## src/shared/adsq_regs.svh

```systemverilog
`ifndef ADSQ_REGS_SVH
`define ADSQ_REGS_SVH

// register byte offsets
`define ADSQ_OFS_MODE    8'h00
`define ADSQ_OFS_CHSEL   8'h04
`define ADSQ_OFS_PCFG    8'h08
`define ADSQ_OFS_RESW    8'h0C
`define ADSQ_OFS_RESB    8'h10
`define ADSQ_OFS_STAT    8'h14
`define ADSQ_OFS_MASK    8'h18

// field positions
`define ADSQ_MODE_RUN    7
`define ADSQ_MODE_CMPEN  0
`define ADSQ_MODE_TLO    1
`define ADSQ_MODE_THI    6
`define ADSQ_STAT_DONE   0

// reset values
`define ADSQ_RST_MODE    8'h00
`define ADSQ_RST_CHSEL   3'h0
`define ADSQ_RST_PCFG    3'h0
`define ADSQ_RST_RESW    16'h0000
`define ADSQ_RST_RESB    8'h00

// sample count in clock cycles, first trial bit index and first trial code
`define ADSQ_SAMPLE_CYC  7'h04
`define ADSQ_MSB_IDX     4'h9
`define ADSQ_SAR_FIRST   10'h200

// bus answers
`define ADSQ_RESP_OKAY   2'h0
`define ADSQ_RESP_SLVERR 2'h2

`endif

```

## src/shared/adsq_pkg.sv

```systemverilog
package adsq_pkg;

    typedef enum logic [1:0] {
        ADSQ_IDLE    = 2'b00,
        ADSQ_SAMPLE  = 2'b01,
        ADSQ_CONVERT = 2'b11
    } adsq_state_t;

    typedef struct packed {
        adsq_state_t st;
        logic [6:0]  cnt;
        logic [3:0]  idx;
        logic [9:0]  sar;
        logic        sample;
        logic [7:0]  mode;
        logic [2:0]  chsel;
        logic [2:0]  pcfg;
        logic [15:0] res_w;
        logic [7:0]  res_b;
        logic        pend;
        logic [9:0]  pend_val;
        logic        stat;
        logic        mask;
        logic        irq;
        logic        awready;
        logic        wready;
        logic        bvalid;
        logic [1:0]  bresp;
        logic        arready;
        logic        rvalid;
        logic [1:0]  rresp;
        logic [31:0] rdata;
    } adsq_regs_t;

endpackage

```

## src/logic/adsq_top.sv

```systemverilog
// Implementation choices: the register addresses and the AXI4-Lite interface to the registers.
`timescale 1ns/1ps
`include "adsq_regs.svh"
module adsq_top #(
    parameter int ADDR_W = 8
) (
    input  wire logic              mclk_i,
    input  wire logic              resetn_i,
    input  wire logic              stop_mode_i,
    input  wire logic              cmp_hi_i,
    output logic      [9:0]        dac_code_o,
    output logic                   sample_o,
    output logic      [2:0]        channel_o,
    output logic      [2:0]        port_cfg_o,
    output logic                   cmp_enable_o,
    output logic                   conv_done_irq_o,
    input  wire logic [ADDR_W-1:0] s_axi_awaddr,
    input  wire logic              s_axi_awvalid,
    output logic                   s_axi_awready,
    input  wire logic [31:0]       s_axi_wdata,
    input  wire logic [3:0]        s_axi_wstrb,
    input  wire logic              s_axi_wvalid,
    output logic                   s_axi_wready,
    output logic      [1:0]        s_axi_bresp,
    output logic                   s_axi_bvalid,
    input  wire logic              s_axi_bready,
    input  wire logic [ADDR_W-1:0] s_axi_araddr,
    input  wire logic              s_axi_arvalid,
    output logic                   s_axi_arready,
    output logic      [31:0]       s_axi_rdata,
    output logic      [1:0]        s_axi_rresp,
    output logic                   s_axi_rvalid,
    input  wire logic              s_axi_rready
);

    adsq_pkg::adsq_regs_t r_r;
    adsq_pkg::adsq_regs_t r_nxt;

    logic       wr_fire;
    logic       rd_fire;
    logic [7:0] waddr;
    logic [7:0] raddr;
    logic       wr_en;
    logic       cfg_wr;
    logic       chsel_wr;
    logic       rd_res;
    logic       step_end;
    logic       eoc;
    logic [9:0] eoc_val;

    assign wr_fire  = s_axi_awvalid & s_axi_wvalid & r_r.awready;
    assign rd_fire  = s_axi_arvalid & r_r.arready;
    assign waddr    = 8'(s_axi_awaddr);
    assign raddr    = 8'(s_axi_araddr);
    assign wr_en    = wr_fire & s_axi_wstrb[0];
    assign chsel_wr = wr_en & (waddr == `ADSQ_OFS_CHSEL);
    assign cfg_wr   = wr_en & ((waddr == `ADSQ_OFS_MODE) | chsel_wr
                      | (waddr == `ADSQ_OFS_PCFG));
    assign rd_res   = rd_fire & ((raddr == `ADSQ_OFS_RESW) | (raddr == `ADSQ_OFS_RESB));
    assign step_end = (r_r.st == adsq_pkg::ADSQ_CONVERT)
                      & (r_r.cnt == {1'b0, r_r.mode[`ADSQ_MODE_THI:`ADSQ_MODE_TLO]});
    assign eoc      = step_end & (r_r.idx == 4'h0) & r_r.mode[`ADSQ_MODE_RUN] & ~stop_mode_i;
    assign eoc_val  = {r_r.sar[9:1], cmp_hi_i};

    always_comb begin
        logic       do_wr;
        logic [9:0] wval;
        r_nxt = r_r;
        do_wr = 1'b0;
        wval  = r_r.pend_val;
        // conversion sequencer
        if (stop_mode_i || !r_r.mode[`ADSQ_MODE_RUN]) begin
            r_nxt.st  = adsq_pkg::ADSQ_IDLE;
            r_nxt.cnt = 7'h00;
        end else begin
            unique case (r_r.st)
                adsq_pkg::ADSQ_IDLE: begin
                    r_nxt.st  = adsq_pkg::ADSQ_SAMPLE;
                    r_nxt.cnt = 7'h00;
                end
                adsq_pkg::ADSQ_SAMPLE: begin
                    r_nxt.cnt = r_r.cnt + 7'h01;
                    if (r_r.cnt == `ADSQ_SAMPLE_CYC - 7'h01) begin
                        r_nxt.st  = adsq_pkg::ADSQ_CONVERT;
                        r_nxt.cnt = 7'h00;
                        r_nxt.idx = `ADSQ_MSB_IDX;
                        r_nxt.sar = `ADSQ_SAR_FIRST;
                    end
                end
                adsq_pkg::ADSQ_CONVERT: begin
                    r_nxt.cnt = r_r.cnt + 7'h01;
                    if (step_end) begin
                        r_nxt.cnt = 7'h00;
                        r_nxt.sar[r_r.idx] = cmp_hi_i;
                        if (r_r.idx == 4'h0) begin
                            r_nxt.st = adsq_pkg::ADSQ_SAMPLE;
                        end else begin
                            r_nxt.idx = r_r.idx - 4'h1;
                            r_nxt.sar[r_r.idx - 4'h1] = 1'b1;
                        end
                    end
                end
                default: r_nxt.st = adsq_pkg::ADSQ_IDLE;
            endcase
        end
        if (chsel_wr) begin
            r_nxt.st  = adsq_pkg::ADSQ_IDLE;
            r_nxt.cnt = 7'h00;
        end
        r_nxt.sample = (r_nxt.st == adsq_pkg::ADSQ_SAMPLE);
        // result write-back and conflicts
        r_nxt.pend = 1'b0;
        if (eoc && !cfg_wr) begin
            if (rd_res) begin
                r_nxt.pend     = 1'b1;
                r_nxt.pend_val = eoc_val;
            end else begin
                do_wr = 1'b1;
                wval  = eoc_val;
            end
        end else if (r_r.pend && !cfg_wr) begin
            do_wr = 1'b1;
        end
        // a configuration write drops any result in flight
        if (do_wr) begin
            r_nxt.res_w = {wval, 6'h00};
            r_nxt.res_b = wval[9:2];
        end
        // done flag: set wins over clear, channel writes leave it alone
        r_nxt.stat = (r_r.stat & ~(wr_en && waddr == `ADSQ_OFS_STAT
                      && s_axi_wdata[`ADSQ_STAT_DONE])) | do_wr;
        // register writes
        if (wr_en) begin
            unique case (waddr)
                `ADSQ_OFS_MODE:  r_nxt.mode  = s_axi_wdata[7:0];
                `ADSQ_OFS_CHSEL: r_nxt.chsel = s_axi_wdata[2:0];
                `ADSQ_OFS_PCFG:  r_nxt.pcfg  = s_axi_wdata[2:0];
                `ADSQ_OFS_MASK:  r_nxt.mask  = s_axi_wdata[`ADSQ_STAT_DONE];
                default: ;
            endcase
        end
        r_nxt.irq = r_nxt.stat & r_nxt.mask;
        // write channel
        r_nxt.awready = s_axi_awvalid & s_axi_wvalid & ~r_r.awready & ~r_r.bvalid;
        r_nxt.wready  = r_nxt.awready;
        if (wr_fire) begin
            r_nxt.bvalid = 1'b1;
            r_nxt.bresp  = (waddr == `ADSQ_OFS_MODE || waddr == `ADSQ_OFS_CHSEL
                            || waddr == `ADSQ_OFS_PCFG || waddr == `ADSQ_OFS_STAT
                            || waddr == `ADSQ_OFS_MASK || waddr == `ADSQ_OFS_RESW
                            || waddr == `ADSQ_OFS_RESB) ? `ADSQ_RESP_OKAY : `ADSQ_RESP_SLVERR;
        end else if (s_axi_bready) begin
            r_nxt.bvalid = 1'b0;
        end
        // read channel
        r_nxt.arready = s_axi_arvalid & ~r_r.arready & ~r_r.rvalid;
        if (rd_fire) begin
            r_nxt.rvalid = 1'b1;
            r_nxt.rresp  = `ADSQ_RESP_OKAY;
            unique case (raddr)
                `ADSQ_OFS_MODE:  r_nxt.rdata = {24'h000000, r_r.mode};
                `ADSQ_OFS_CHSEL: r_nxt.rdata = {29'h00000000, r_r.chsel};
                `ADSQ_OFS_PCFG:  r_nxt.rdata = {29'h00000000, r_r.pcfg};
                `ADSQ_OFS_RESW:  r_nxt.rdata = {16'h0000, r_r.res_w};
                `ADSQ_OFS_RESB:  r_nxt.rdata = {24'h000000, r_r.res_b};
                `ADSQ_OFS_STAT:  r_nxt.rdata = {31'h00000000, r_r.stat};
                `ADSQ_OFS_MASK:  r_nxt.rdata = {31'h00000000, r_r.mask};
                default: begin
                    r_nxt.rdata = 32'h00000000;
                    r_nxt.rresp = `ADSQ_RESP_SLVERR;
                end
            endcase
        end else if (s_axi_rready) begin
            r_nxt.rvalid = 1'b0;
        end
    end

    always_ff @(posedge mclk_i) begin
        if (!resetn_i) begin
            r_r         <= '0;
            r_r.st      <= adsq_pkg::ADSQ_IDLE;
            r_r.mode    <= `ADSQ_RST_MODE;
            r_r.chsel   <= `ADSQ_RST_CHSEL;
            r_r.pcfg    <= `ADSQ_RST_PCFG;
            r_r.res_w   <= `ADSQ_RST_RESW;
            r_r.res_b   <= `ADSQ_RST_RESB;
        end else begin
            r_r <= r_nxt;
        end
    end

    assign dac_code_o      = r_r.sar;
    assign sample_o        = r_r.sample;
    assign channel_o       = r_r.chsel;
    assign port_cfg_o      = r_r.pcfg;
    assign cmp_enable_o    = r_r.mode[`ADSQ_MODE_CMPEN];
    assign conv_done_irq_o = r_r.irq;
    assign s_axi_awready   = r_r.awready;
    assign s_axi_wready    = r_r.wready;
    assign s_axi_bvalid    = r_r.bvalid;
    assign s_axi_bresp     = r_r.bresp;
    assign s_axi_arready   = r_r.arready;
    assign s_axi_rvalid    = r_r.rvalid;
    assign s_axi_rresp     = r_r.rresp;
    assign s_axi_rdata     = r_r.rdata;
endmodule

```

## config.mk

```make
export PLATFORM = sky130hd
export DESIGN_NAME = adsq_top
export DESIGN_NICKNAME = d
export VERILOG_FILES = /design/src/shared/adsq_pkg.sv /design/src/logic/adsq_top.sv
export VERILOG_INCLUDE_DIRS = /design/src /design/src/shared
export SDC_FILE = /design/constraint.sdc
export NUM_CORES = 1
export LEC_CHECK = 0
export BUFFER_PORTS_ARGS = -buffer_cell sky130_fd_sc_hd__buf_4
export CAP_MARGIN = 20
export CELL_PAD_IN_SITES_DETAIL_PLACEMENT = 1
export CELL_PAD_IN_SITES_GLOBAL_PLACEMENT = 2
export CORE_UTILIZATION = 31
export DETAILED_ROUTE_END_ITERATION = 8
export PLACE_DENSITY = 0.81
export SYNTH_ARGS = -nofsm -noshare
export SYNTH_HDL_FRONTEND = slang
export SYNTH_SLANG_ARGS = --single-unit
```

## constraint.sdc

```tcl
create_clock -name mclk_i -period 3.32 [get_ports mclk_i]
set_clock_uncertainty 0.2 [all_clocks]
set_input_delay 0.166 -clock mclk_i [delete_from_list [all_inputs] [get_ports mclk_i]]
set_output_delay 0.166 -clock mclk_i [all_outputs]
set_load 0.03 [all_outputs]
```

Word level (Yosys, flattened, before mapping) --
Index checks and enable logic that the tools add are counted.
Cells by class: bitwise operators 30, muxes and demuxes 29, equality and inequality tests 20, reduce and logical (&&, ||, !) cells 32, $add $sub $neg 2, $lt $le $gt $ge 4
Operators by type and width (number):
- 16-bit case mux with 7 select lines | 1
- 8-bit by 5-bit == test with 1-bit output, second input constant | 6
- 23-bit 2-to-1 mux | 2
- 8-bit by 4-bit == test with 1-bit output, second input constant | 4
- 14-bit case mux with 2 select lines | 1
- 7-bit case mux with 3 select lines | 1
- 10-bit 2-to-1 mux | 2
- 9-bit 2-to-1 mux | 2
- 1-bit AND | 17
- 8-bit by 3-bit == test with 1-bit output, second input constant | 2
- 8-bit zero test | 2
- 14-bit 2-to-1 mux | 1
- 1-bit 2-to-1 mux | 11
- 11-bit 2-to-1 mux | 1
- 10-bit bitwise mux | 1
- 4-bit by 5-bit less-than comparator with 1-bit output, second input constant | 2
- 10-bit bitwise OR | 1
- 2-bit AND reduction | 5
- 1-bit demux with 4-bit select | 2
- 4-bit by 1-bit greater-or-equal comparator with 1-bit output, second input constant | 2
- 1-bit NOT | 8
- 7-bit by 1-bit adder with 7-bit output, second input constant | 1
- 7-bit by 2-bit == test with 1-bit output, second input constant | 1
- 7-bit by 6-bit == test with 1-bit output | 1
- other kinds (18) | 40
Word-level totals: input bits 61, word-level logic and storage cells 139, output and inout bits 60, register bits 110

Logic depth before layout (Yosys ltp) --
Gate-level depths: netlist of run 1.
depth in word-level cells 13, depth in mapped cells 8, gate-level depth less buffers 7

Worst setup path before layout of run 1 --
OpenSTA, ideal clock, no wires.
path kind flip-flop to flip-flop, start register r_r[107] in the netlist's numbering, end register r_r[56] in the netlist's numbering, setup slack 1.007 ns, data arrival time 1.992 ns, clock period less this slack 2.313 ns, stages on the path, launching flop included 9, required time 2.998 ns, path buffers 2, library setup time 0.122 ns, cells stage by stage dfxtp_1 > buf_6 > nor4b_1 > and3_1 > nand3_1 > mux2i_1 > and2_1 > buf_2 > a221o_1
Between the ends: cells in the longest elaborated chain, start to end 6, elaborated cells between the ends (all ways) 7, classes of those cells mux (2); bitwise (3); reduce/logical (2)
Ends and longest elaborated chain:
- start, declared | RTL line adsq_top.sv:36 | adsq_pkg::adsq_regs_t r_r;
- start signal, assigned | RTL line adsq_top.sv:188 | r_r <= r_nxt;
- 4-bit zero test (*) | RTL line adsq_top.sv:62 | assign eoc = step_end & (r_r.idx == 4'h0) & r_r.mode[`ADSQ_MODE_RUN] & ~stop_mode_i;
- 1-bit AND (*) (3 in a row) | RTL line adsq_top.sv:62
- 1-bit logical AND (*) | RTL line adsq_top.sv:113 | if (eoc && !cfg_wr) begin
- 10-bit 2-to-1 mux / 1-bit 2-to-1 mux (equally long branches) | RTL line adsq_top.sv:113
Every way passes the cells marked *; elsewhere a longest branch is shown, timed or not. A chain may end at the register's enable or synchronous reset.

Worst setup path in the final report of run 1 --
start register r_r[112] in the netlist's numbering, end register r_r[46] in the netlist's numbering
Between the ends: cells in the longest elaborated chain, start to end 7
Ends and longest elaborated chain:
- 7-bit by 6-bit == test with 1-bit output | RTL line adsq_top.sv:61 | & (r_r.cnt == {1'b0, r_r.mode[`ADSQ_MODE_THI:`ADSQ_MODE_TLO]});
- 1-bit AND | RTL line adsq_top.sv:60 | assign step_end = (r_r.st == adsq_pkg::ADSQ_CONVERT)
- 1-bit AND (3 in a row) | RTL line adsq_top.sv:62
- 1-bit logical AND | RTL line adsq_top.sv:113
- 2-bit AND reduction (no line)
Every way passes these cells.

==> results.md, run 1 <==
* Status: finished clean
* Htree depth at 3
* # Max-Cap Violations at 0
* # DRC at 0
* Worst path max stage delay at 680 ps
* Int Pwr at 1600 µW
* Total Wirelength at 11500 µm
* Critical path start-end classification: reg2reg
* Grt met1 use at 20.0%
* Largest family of logic cells by synthesized area: simple AND/OR/NAND/NOR gates
* Initial antenna violation count at 0
* Netlist Area Pre-Place at 4370 µm²
* Max transition margin at 46.7%
* Vias per std cell at 4.92
* Overall power consumption at 2140 µW
* Layout cells sized above 1 at 20.8%
* First-pass GRT wire length at 18900 µm
* Leak pwr at 0.00212 µW
* Die Ht at 121 µm
* Grt met3 use at 2.74%
* Hold Crit Class: in2reg
* GRT Max-Usage Layer: met2
* CTS buffer count at 9
* CORE AREA at 13800 µm²
* Final #Nets at 605
* Clock root buffer: clkbuf_16
* ANT cells at 0
* Final hold slack at 11.6 ps
* Most common cell after layout, fill and taps aside: dfxtp_1
* 1st-iter DRT viols at 276
* Clock Path Buffers at 2
* Initial Utilization at 31.6%
* Most frequent cells in the layout: dfxtp_1, buf_4, nand2_1, nor2b_1, mux2i_1
* Fmax at 0.362 GHz
* Hold Fails Final Rpt at 0
* Clock sink count at 84
* Period Utilization, post-route at 83.1%
* Clk_lat worst skew at 340 ps
* Post-synthesis sequential area ratio at 38.5%
* Async set-reset flop share out of synthesis at 0%
* Worst EP required at 3350 ps
* Yosys reg bits at 84
* Row count at 43
* Post-synthesis mux area share at 6.95%
* M2 GR Usage at 29.5%
* Syn Area/Cell at 8.87 µm²
* Setup TNS at 0 ps
* Comb power frac at 6.5%
* Synth warn at 0
* Vias at 3585
* Post-synthesis cell type count at 56
* Worst Tran Pin Value at 799 ps
* Critical path peak fanout at 10
* DIE AREA at 14600 µm²
* CTS tree: built
* Residual overflow from global routing at 0
* Post-route minimum period at 2760 ps
* Peak supply drop at 215 µV
* Largest net degree at the start of global routing at 68
* Worst-path cell chain: xor2_1 > nor4_2 > nand3_1 > or3b_1 > mux2i_1 > nor2b_1
* RSZ-0062 raised after global routing: false
* Data arrival, critical path at 2790 ps
* Synth-to-Final Area Change at 19.3%
* GRT Util Overall at 16.6%
* Flop pwr share at 47.4%
* Simple-gate share of the synthesized area at 25.4%
* Final core utilization at 37.7%
* Post-synth EDFFs at 0
* Final Slew Violations at 0
* Power Density at 409 nW/µm²
* Worst-path clk slew at 70 ps
* Routability cong. at 0.795
* Sw power at 539 µW
* Total iterations of the first detailed-routing run at 4
* Crit. End Element: flop
* Vias in the first global route at 3727
* Gate Count Post-Synth at 493
* WL/cell at 15.8 µm
* Port buffer count at 75
* CP max-delay cell: or3b_1
* Adder and majority gate portion of the synthesized area at 0.286%
* Clock power frac at 46.1%
* Detailed-placement wirelength estimate at 8410 µm
* Switching share of total power at 25.2%
* Setup violators final at 0
* Synth Area in XOR/XNOR at 1.20%
* Routed Antenna Nets at 0
* CP Launch Type: flop
* CTS resizes at 0
* Top_reg_cell synth: dfxtp_1
* Ports at 121
* Die width at 121 µm
* Compound-cell area share of the yosys netlist at 15.3%
==> synthesized netlist by cell type (all sizes together) (3+ instances only) <==
cell type	number	share of area [%]
nor3b	4	0.69
a31oi	9	1.3
or2	3	0.43
nor2	24	2.1
nor3	14	1.6
mux2i	27	6.2
a21boi	11	1.9
and2	17	2.4
xor2	6	1.2
nand2	45	3.9
or4	3	0.60
a21oi	23	2.6
nand2b	6	0.86
and3	8	1.1
a221o	10	2.3
nand3b	3	0.51
nor2b	32	4.6
nor4	6	1.5
o21ai	18	2.1
or3	3	0.54
clkbuf	18	1.8
a22oi	9	1.5
dfxtp	84	38
buf	59	10
a211oi	6	1.0
inv	3	0.26
or3b	3	0.60
nand3	18	2.3
==> sequential cells by signal (all words and copies together), names as in the netlist, 3 cells and up <==
name,cells
s_axi_rdata,16
r_r,43
dac_code_o,10
channel_o,3
port_cfg_o,3
==> area by class of cell <==
type,instances,area [µm²]
Clock buffer,9,225
Fill cell,1592,8610
Tap cell,180,225
Multi-Input combinational cell,346,2210
Clock inverter,7,68.8
Inverter,3,11.3
Sequential cell,84,1680
Timing Repair Buffer,99,791
==> through the flow <==
step | area [µm²] | worst slack (ps) | std cells
floorplan | 4440 | 1010 | 510
global placement | 4730 | 684 | 693
detailed placement | 4730 | 603 | 693
CTS | 5220 | 583 | 728
global route | 5220 | 365 | 728
finish | 5220 | 561 | 728
==> critical path, delay by kind of cell, from the launching register on <==
kind	cells	cell delay (ps)
xor+xnor	1	120
flops	1	460
mux	1	250
simple gates	4	1610
==> power groups by stage <==
stage	Clock [µW]	Combinational, µW	Sequential, µW
2_1_floorplan	0	90.0	1040
3_3_place_gp	0	123	1030
3_5_place_dp	0	125	1040
4_1_cts	1010	140	1010
5_1_grt	1050	151	1010
6_report	985	140	1010
==> metal layers <==
metal / wire [µm] / vias to the layer above / share of wire [%]
li1: - / 1778 / -
met1: 5090 / 1723 / 44
met2: 5900 / 71 / 51
met3: 378 / 13 / 3.3
met4: 142 / 0 / 1.2
met5: 0 / - / 0
==> kinds of logic (layout without fill, tap and decap cells) <==
group                      after synthesis  in the layout
and+or+nand+nor                        196            196
AOI/OAI and AO/OA                       96             96
DFF                                     84             84
buffers and inverters                   80            118
muxes                                   29             29
xor gates and xnor gates                 6              6
adders and majority gates                1              1
other                                    1             18
==> final timing paths <==
kind | startpoint | to | slack [ps] | depth (start not counted)
worst max-delay path | r_r[112]$_SDFFE_PP0P_ | r_r[46]$_SDFFE_PN0P_ | 560 | 6
worst min-delay path | s_axi_awaddr[4] | r_r[90]$_SDFFE_PN0P_ | 10 | 4
worst max register to register | r_r[112]$_SDFFE_PP0P_ | r_r[46]$_SDFFE_PN0P_ | 560 | 6
worst min register to register | s_axi_bvalid$_SDFFE_PN0P_ | s_axi_wready$_SDFF_PN0_ | 240 | 1
==> repair_timing <==
action                    in CTS  in global routing
hold buffers                  19                  0
hold endpoints to repair      24                  0
setup buffers                  0                  0
(Power assumes the default switching activity.)
==> run 2, diff against run 1 <==
CORE_UTILIZATION = 28   (was 31)
PLACE_DENSITY = 0.78   (was 0.81)
clock period = 2.5 ns   (was 3.32 ns; I/O delays follow)
==> results.md, run 2 (synthesis gave the netlist of run 1 again) <==
* Status: finished clean
* Reg2reg start: s_axi_wready$_SDFF_PN0_
* Most common cell after layout, fill and taps aside: buf_4
* Hold Fails Final Rpt at 0
* Number of flip-flops in the largest register at 43
* Clk_lat worst skew at 340 ps
* 1st-iter DRT viols at 139
* Hold path depth at 4
* Port buffer count at 75
* Most frequent cells in the layout: buf_4, dfxtp_1, nand2_1, nor2b_1
* CTS buffer count at 9
* Reg2reg setup slack at 100 ps
* Final Worst Setup Slack at 46.0 ps
* CP Launch Type: input pin
* Setup violators final at 0
* Residual overflow from global routing at 0
* Fmax at 0.407 GHz
* Hold path startpoint: s_axi_araddr[2]
* Place WS at 35.0 ps
* # Max-Cap Violations at 0
* Critical R2R Capture: r_r[89]$_SDFFE_PN0P_
* Routed Antenna Nets at 0
* Largest net degree at the start of global routing at 55
* Synth-to-Final Area Change at 25.9%
* Clock Path Buffers at 2
* Crit. End Element: flop
* Max transition margin at 60.2%
* Layout cells sized above 1 at 24.6%
* Worst R2R Path Depth at 7
* DIE AREA at 16100 µm²
* Detailed-placement wirelength estimate at 8990 µm
* Ports at 121
* First-pass GRT wire length at 19800 µm
* Power Density at 507 nW/µm²
* Initial antenna violation count at 0
* # DRC at 0
* Final Slew Violations at 0
* Filler instances at 1789
* Period Utilization, post-route at 98.2%
* Vias per std cell at 4.90
* Setup TNS at 0 ps
* Critical path peak fanout at 5
* Die Ht at 127 µm
* Routability cong. at 0.782
* Die width at 127 µm
* Clock root buffer: clkbuf_16
* Row count at 45
* Worst-path clk slew at 60 ps
* WL/cell at 15.8 µm
* Worst Tran Pin Value at 596 ps
* Critical path start-end classification: in2reg
* Hold Path End: s_axi_rdata[2]$_SDFFE_PN0P_
* Peak supply drop at 308 µV
* Vias at 3772
* Htree depth at 3
* GRT Util Overall at 15.5%
* Hold Crit Class: in2reg
* Final core utilization at 36.2%
* Initial Utilization at 28.8%
* Vias in the first global route at 3908
* Total Wirelength at 12100 µm
* ANT cells at 0
* Data arrival, critical path at 2520 ps
* Total iterations of the first detailed-routing run at 4
* Post-route minimum period at 2450 ps
* Final #Nets at 639
* Worst EP required at 2570 ps
* Clock sink count at 84
* CTS tree: built
* Leak pwr at 0.00227 µW
* Most flops, register: r_r
* CORE AREA at 15200 µm²
run 2: what timing repair did:
action                     4_1_cts  5_1_grt
setup endpoints to repair        0       30
hold buffers                    27        0
resized for setup                0        5
hold endpoints to repair        25        0
buffers inserted                 0        2
run 2: worst max-delay path by stage:
stage,startpoint,endpoint,slack [ps],depth (start not counted)
detailed placement,r_r[106]$_SDFFE_PN0P_,r_r[59]$_SDFFE_PN0P_,40,7
floorplan,r_r[107]$_SDFFE_PN0P_,r_r[56]$_SDFFE_PN0P_,190,8
finish,s_axi_awvalid,r_r[89]$_SDFFE_PN0P_,50,9
global placement,r_r[106]$_SDFFE_PN0P_,r_r[57]$_SDFFE_PN0P_,40,7
global route,s_axi_awvalid,r_r[86]$_SDFFE_PN0P_,-40,9
CTS,r_r[106]$_SDFFE_PN0P_,r_r[59]$_SDFFE_PN0P_,20,7
run 2: cell type report:
| type | instances | area (µm²) | share of cell area [%] |
|---|---|---|---|
| multi-input cells | 346 | 2230 | 40.5 |
| repair buffers | 133 | 1070 | 19.4 |
| clock buffers | 11 | 243 | 4.41 |
| inverters | 3 | 11.3 | 0.205 |
| clock inverters | 5 | 37.5 | 0.682 |
| well taps | 188 | 235 | 4.27 |
| flip-flops and latches | 84 | 1680 | 30.6 |
run 2: worst max-delay path, cell delays in order:
cell and delay, ps:
dlygate4sd3_1 530, buf_4 120, nand4_1 140, or3_4 400
nor4_4 250, buf_4 190, nand2_1 50, dlygate4sd3_1 550
a21boi_0 160
run 2: metal layers:
layer  wire (µm)  GRT usage, %
met1        5380          18.2
met5           0             0
met4         241          5.74
met2        6030          27.4
met3         494          3.89
run 2: through the flow:
stage / hold slack, ps / cell area [µm²] / instances / power, µW
detailed placement: 190 / 4920 / 725 / 1540
CTS: 2.52 / 5470 / 768 / 2840
global placement: 176 / 4920 / 725 / 1540
floorplan: 43.3 / 4440 / 510 / 1500
finish: 16.5 / 5510 / 770 / 2790
global route: 50.4 / 5510 / 770 / 2890
run 2: where the power goes:
group | switching (µW) | leakage [µW] | total, µW | internal, µW
Clock | 552 | 0.000132 | 1250 | 702
Sequential | 3.06 | 0.000677 | 1340 | 1340
Combinational | 111 | 0.00146 | 192 | 80.6
==> run 3, diff against run 2 <==
CORE_ASPECT_RATIO = 0.7   (was default)
==> results.md, run 3 (synthesis gave the netlist of run 1 again) <==
* Vias at 3743
* Detailed-placement wirelength estimate at 9320 µm
* Seq. cell area at 1680 µm²
* Total Wirelength at 12800 µm
* Ports at 121
* Row count at 37
* Worst Tran Pin Value at 712 ps
* Most common cell after layout, fill and taps aside: buf_4
* # DRC at 0
* Final core utilization at 36.9%
* CTS buffer count at 9
* Hold Fails Final Rpt at 0
* Peak supply drop at 283 µV
* Number of flip-flops in the largest register at 43
* GRT Util Overall at 16.3%
* Clock Path Buffers at 2
* Die Ht at 107 µm
* Multi-input gate area at 2240 µm²
* Leak pwr at 0.00227 µW
* Total iterations of the first detailed-routing run at 4
* Max transition margin at 52.4%
* First-pass GRT wire length at 20200 µm
* CTS tree: built
* Synth-to-Final Area Change at 26.1%
* Status: finished clean
* Hold Crit Class: in2reg
* Most frequent cells in the layout: buf_4, dfxtp_1, nand2_1, nor2b_1, dlygate4sd3_1
* Clock root buffer: clkbuf_16
* CP Launch Type: input pin
* Post-route insts no fill at 775
* Power Density at 507 nW/µm²
* DIE AREA at 16100 µm²
* Die width at 151 µm
* Final Worst Setup Slack at 62.5 ps
* ANT cells at 0
* Final #Nets at 637
* Largest net degree at the start of global routing at 50
* Filler instances at 1757
* Critical path start-end classification: in2reg
* Clock sink count at 84
* Routed Antenna Nets at 0
* Reg2reg setup slack at 140 ps
* Vias per std cell at 4.83
* Setup violators final at 0
* Place WS at 25.3 ps
* Most flops, register: r_r
* Worst-path clk slew at 70 ps
* Critical path peak fanout at 5
* Layout cells sized above 1 at 24.1%
* Vias in the first global route at 3862
* Clk_lat worst skew at 350 ps
* Period Utilization, post-route at 97.5%
* Worst EP required at 2570 ps
* Data arrival, critical path at 2510 ps
* Initial Utilization at 29.2%
* Fmax at 0.410 GHz
* # Max-Cap Violations at 0
* Initial antenna violation count at 0
* WL/cell at 16.5 µm
* Post-route minimum period at 2440 ps
* Htree depth at 3
* Port buffer count at 75
* Final Slew Violations at 0
* Residual overflow from global routing at 0
* Crit. End Element: flop
* Placed Cells incl. Taps at 727
* Routability cong. at 0.817
* 1st-iter DRT viols at 231
* CORE AREA at 15000 µm²
run 3: changes by cell type in the layout (fill, tap and decap cells not counted):
| cell | before | now |
|---|---|---|
| dlygate4sd3_1 | 27 | 29 |
| clkbuf_8 | 1 | 0 |
| buf_4 | 106 | 102 |
| nor4_2 | 2 | 1 |
| nand3_2 | 0 | 1 |
| nor4_4 | 1 | 2 |
| clkinvlp_4 | 2 | 1 |
| a21boi_0 | 7 | 8 |
| a21boi_1 | 4 | 3 |
| inv_6 | 0 | 2 |
| nand3_1 | 17 | 16 |
run 3: worst paths after layout:
check	start	end	cells after the start
setup / recovery	s_axi_awvalid	r_r[89]$_SDFFE_PN0P_	9
hold / removal	s_axi_araddr[2]	s_axi_rdata[1]$_SDFFE_PN0P_	4
setup reg to reg	r_r[90]$_SDFFE_PN0P_	r_r[60]$_SDFFE_PN0P_	6
hold reg to reg	s_axi_bvalid$_SDFFE_PN0P_	s_axi_wready$_SDFF_PN0_	1
run 3: layer usage:
| layer | up-vias | wire (µm) | GRT usage (%) |
|---|---|---|---|
| li1 | 1846 | - | - |
| met1 | 1801 | 6450 | 22.4 |
| met2 | 83 | 5650 | 25.4 |
| met3 | 13 | 531 | 3.69 |
| met4 | 0 | 130 | 4.29 |
| met5 | - | 0 | 0 |
run 3: area by class of cell:
cell class,count,area share [%]
Tap cell,195,4.42
Sequential cell,84,30.5
Clock buffer,10,4.15
Timing Repair Buffer,131,19.2
Clock inverter,6,0.862
Multi-Input combinational cell,346,40.7
Inverter,3,0.204
run 3: critical path, cell delays in order:
cell	delay, ps
dlygate4sd3_1	530
buf_4	110
nand4_1	130
or3_4	390
nor4_4	250
buf_4	180
nand2_1	50
dlygate4sd3_1	550
a21boi_0	180
run 3: per-stage QoR:
stage | total power, µW | hold slack, ps | cell area (µm²) | setup TNS [ps]
after floorplan | 1500 | 43.3 | 4440 | 0
after global placement | 1540 | 178 | 4890 | 0
after detailed placement | 1550 | 186 | 4890 | 0
after CTS | 2830 | 3.27 | 5460 | 0
after global routing | 2920 | 48.5 | 5510 | -35.5
final | 2800 | 17.1 | 5510 | 0
run 3: timing repair:
action | in CTS | in global routing
setup buffers | 0 | 3
endpoints found under the hold margin | 25 | 0
setup endpoints to repair | 0 | 28
hold buffers | 29 | 0
gates resized for setup | 0 | 6
run 3: power breakdown:
group / internal, µW / switching [µW] / leakage, µW
Combinational: 84.7 / 113 / 0.00145
Sequential: 1340 / 2.99 / 0.000677
Clock: 682 / 572 / 0.000133
Total: 2110 / 689 / 0.00227
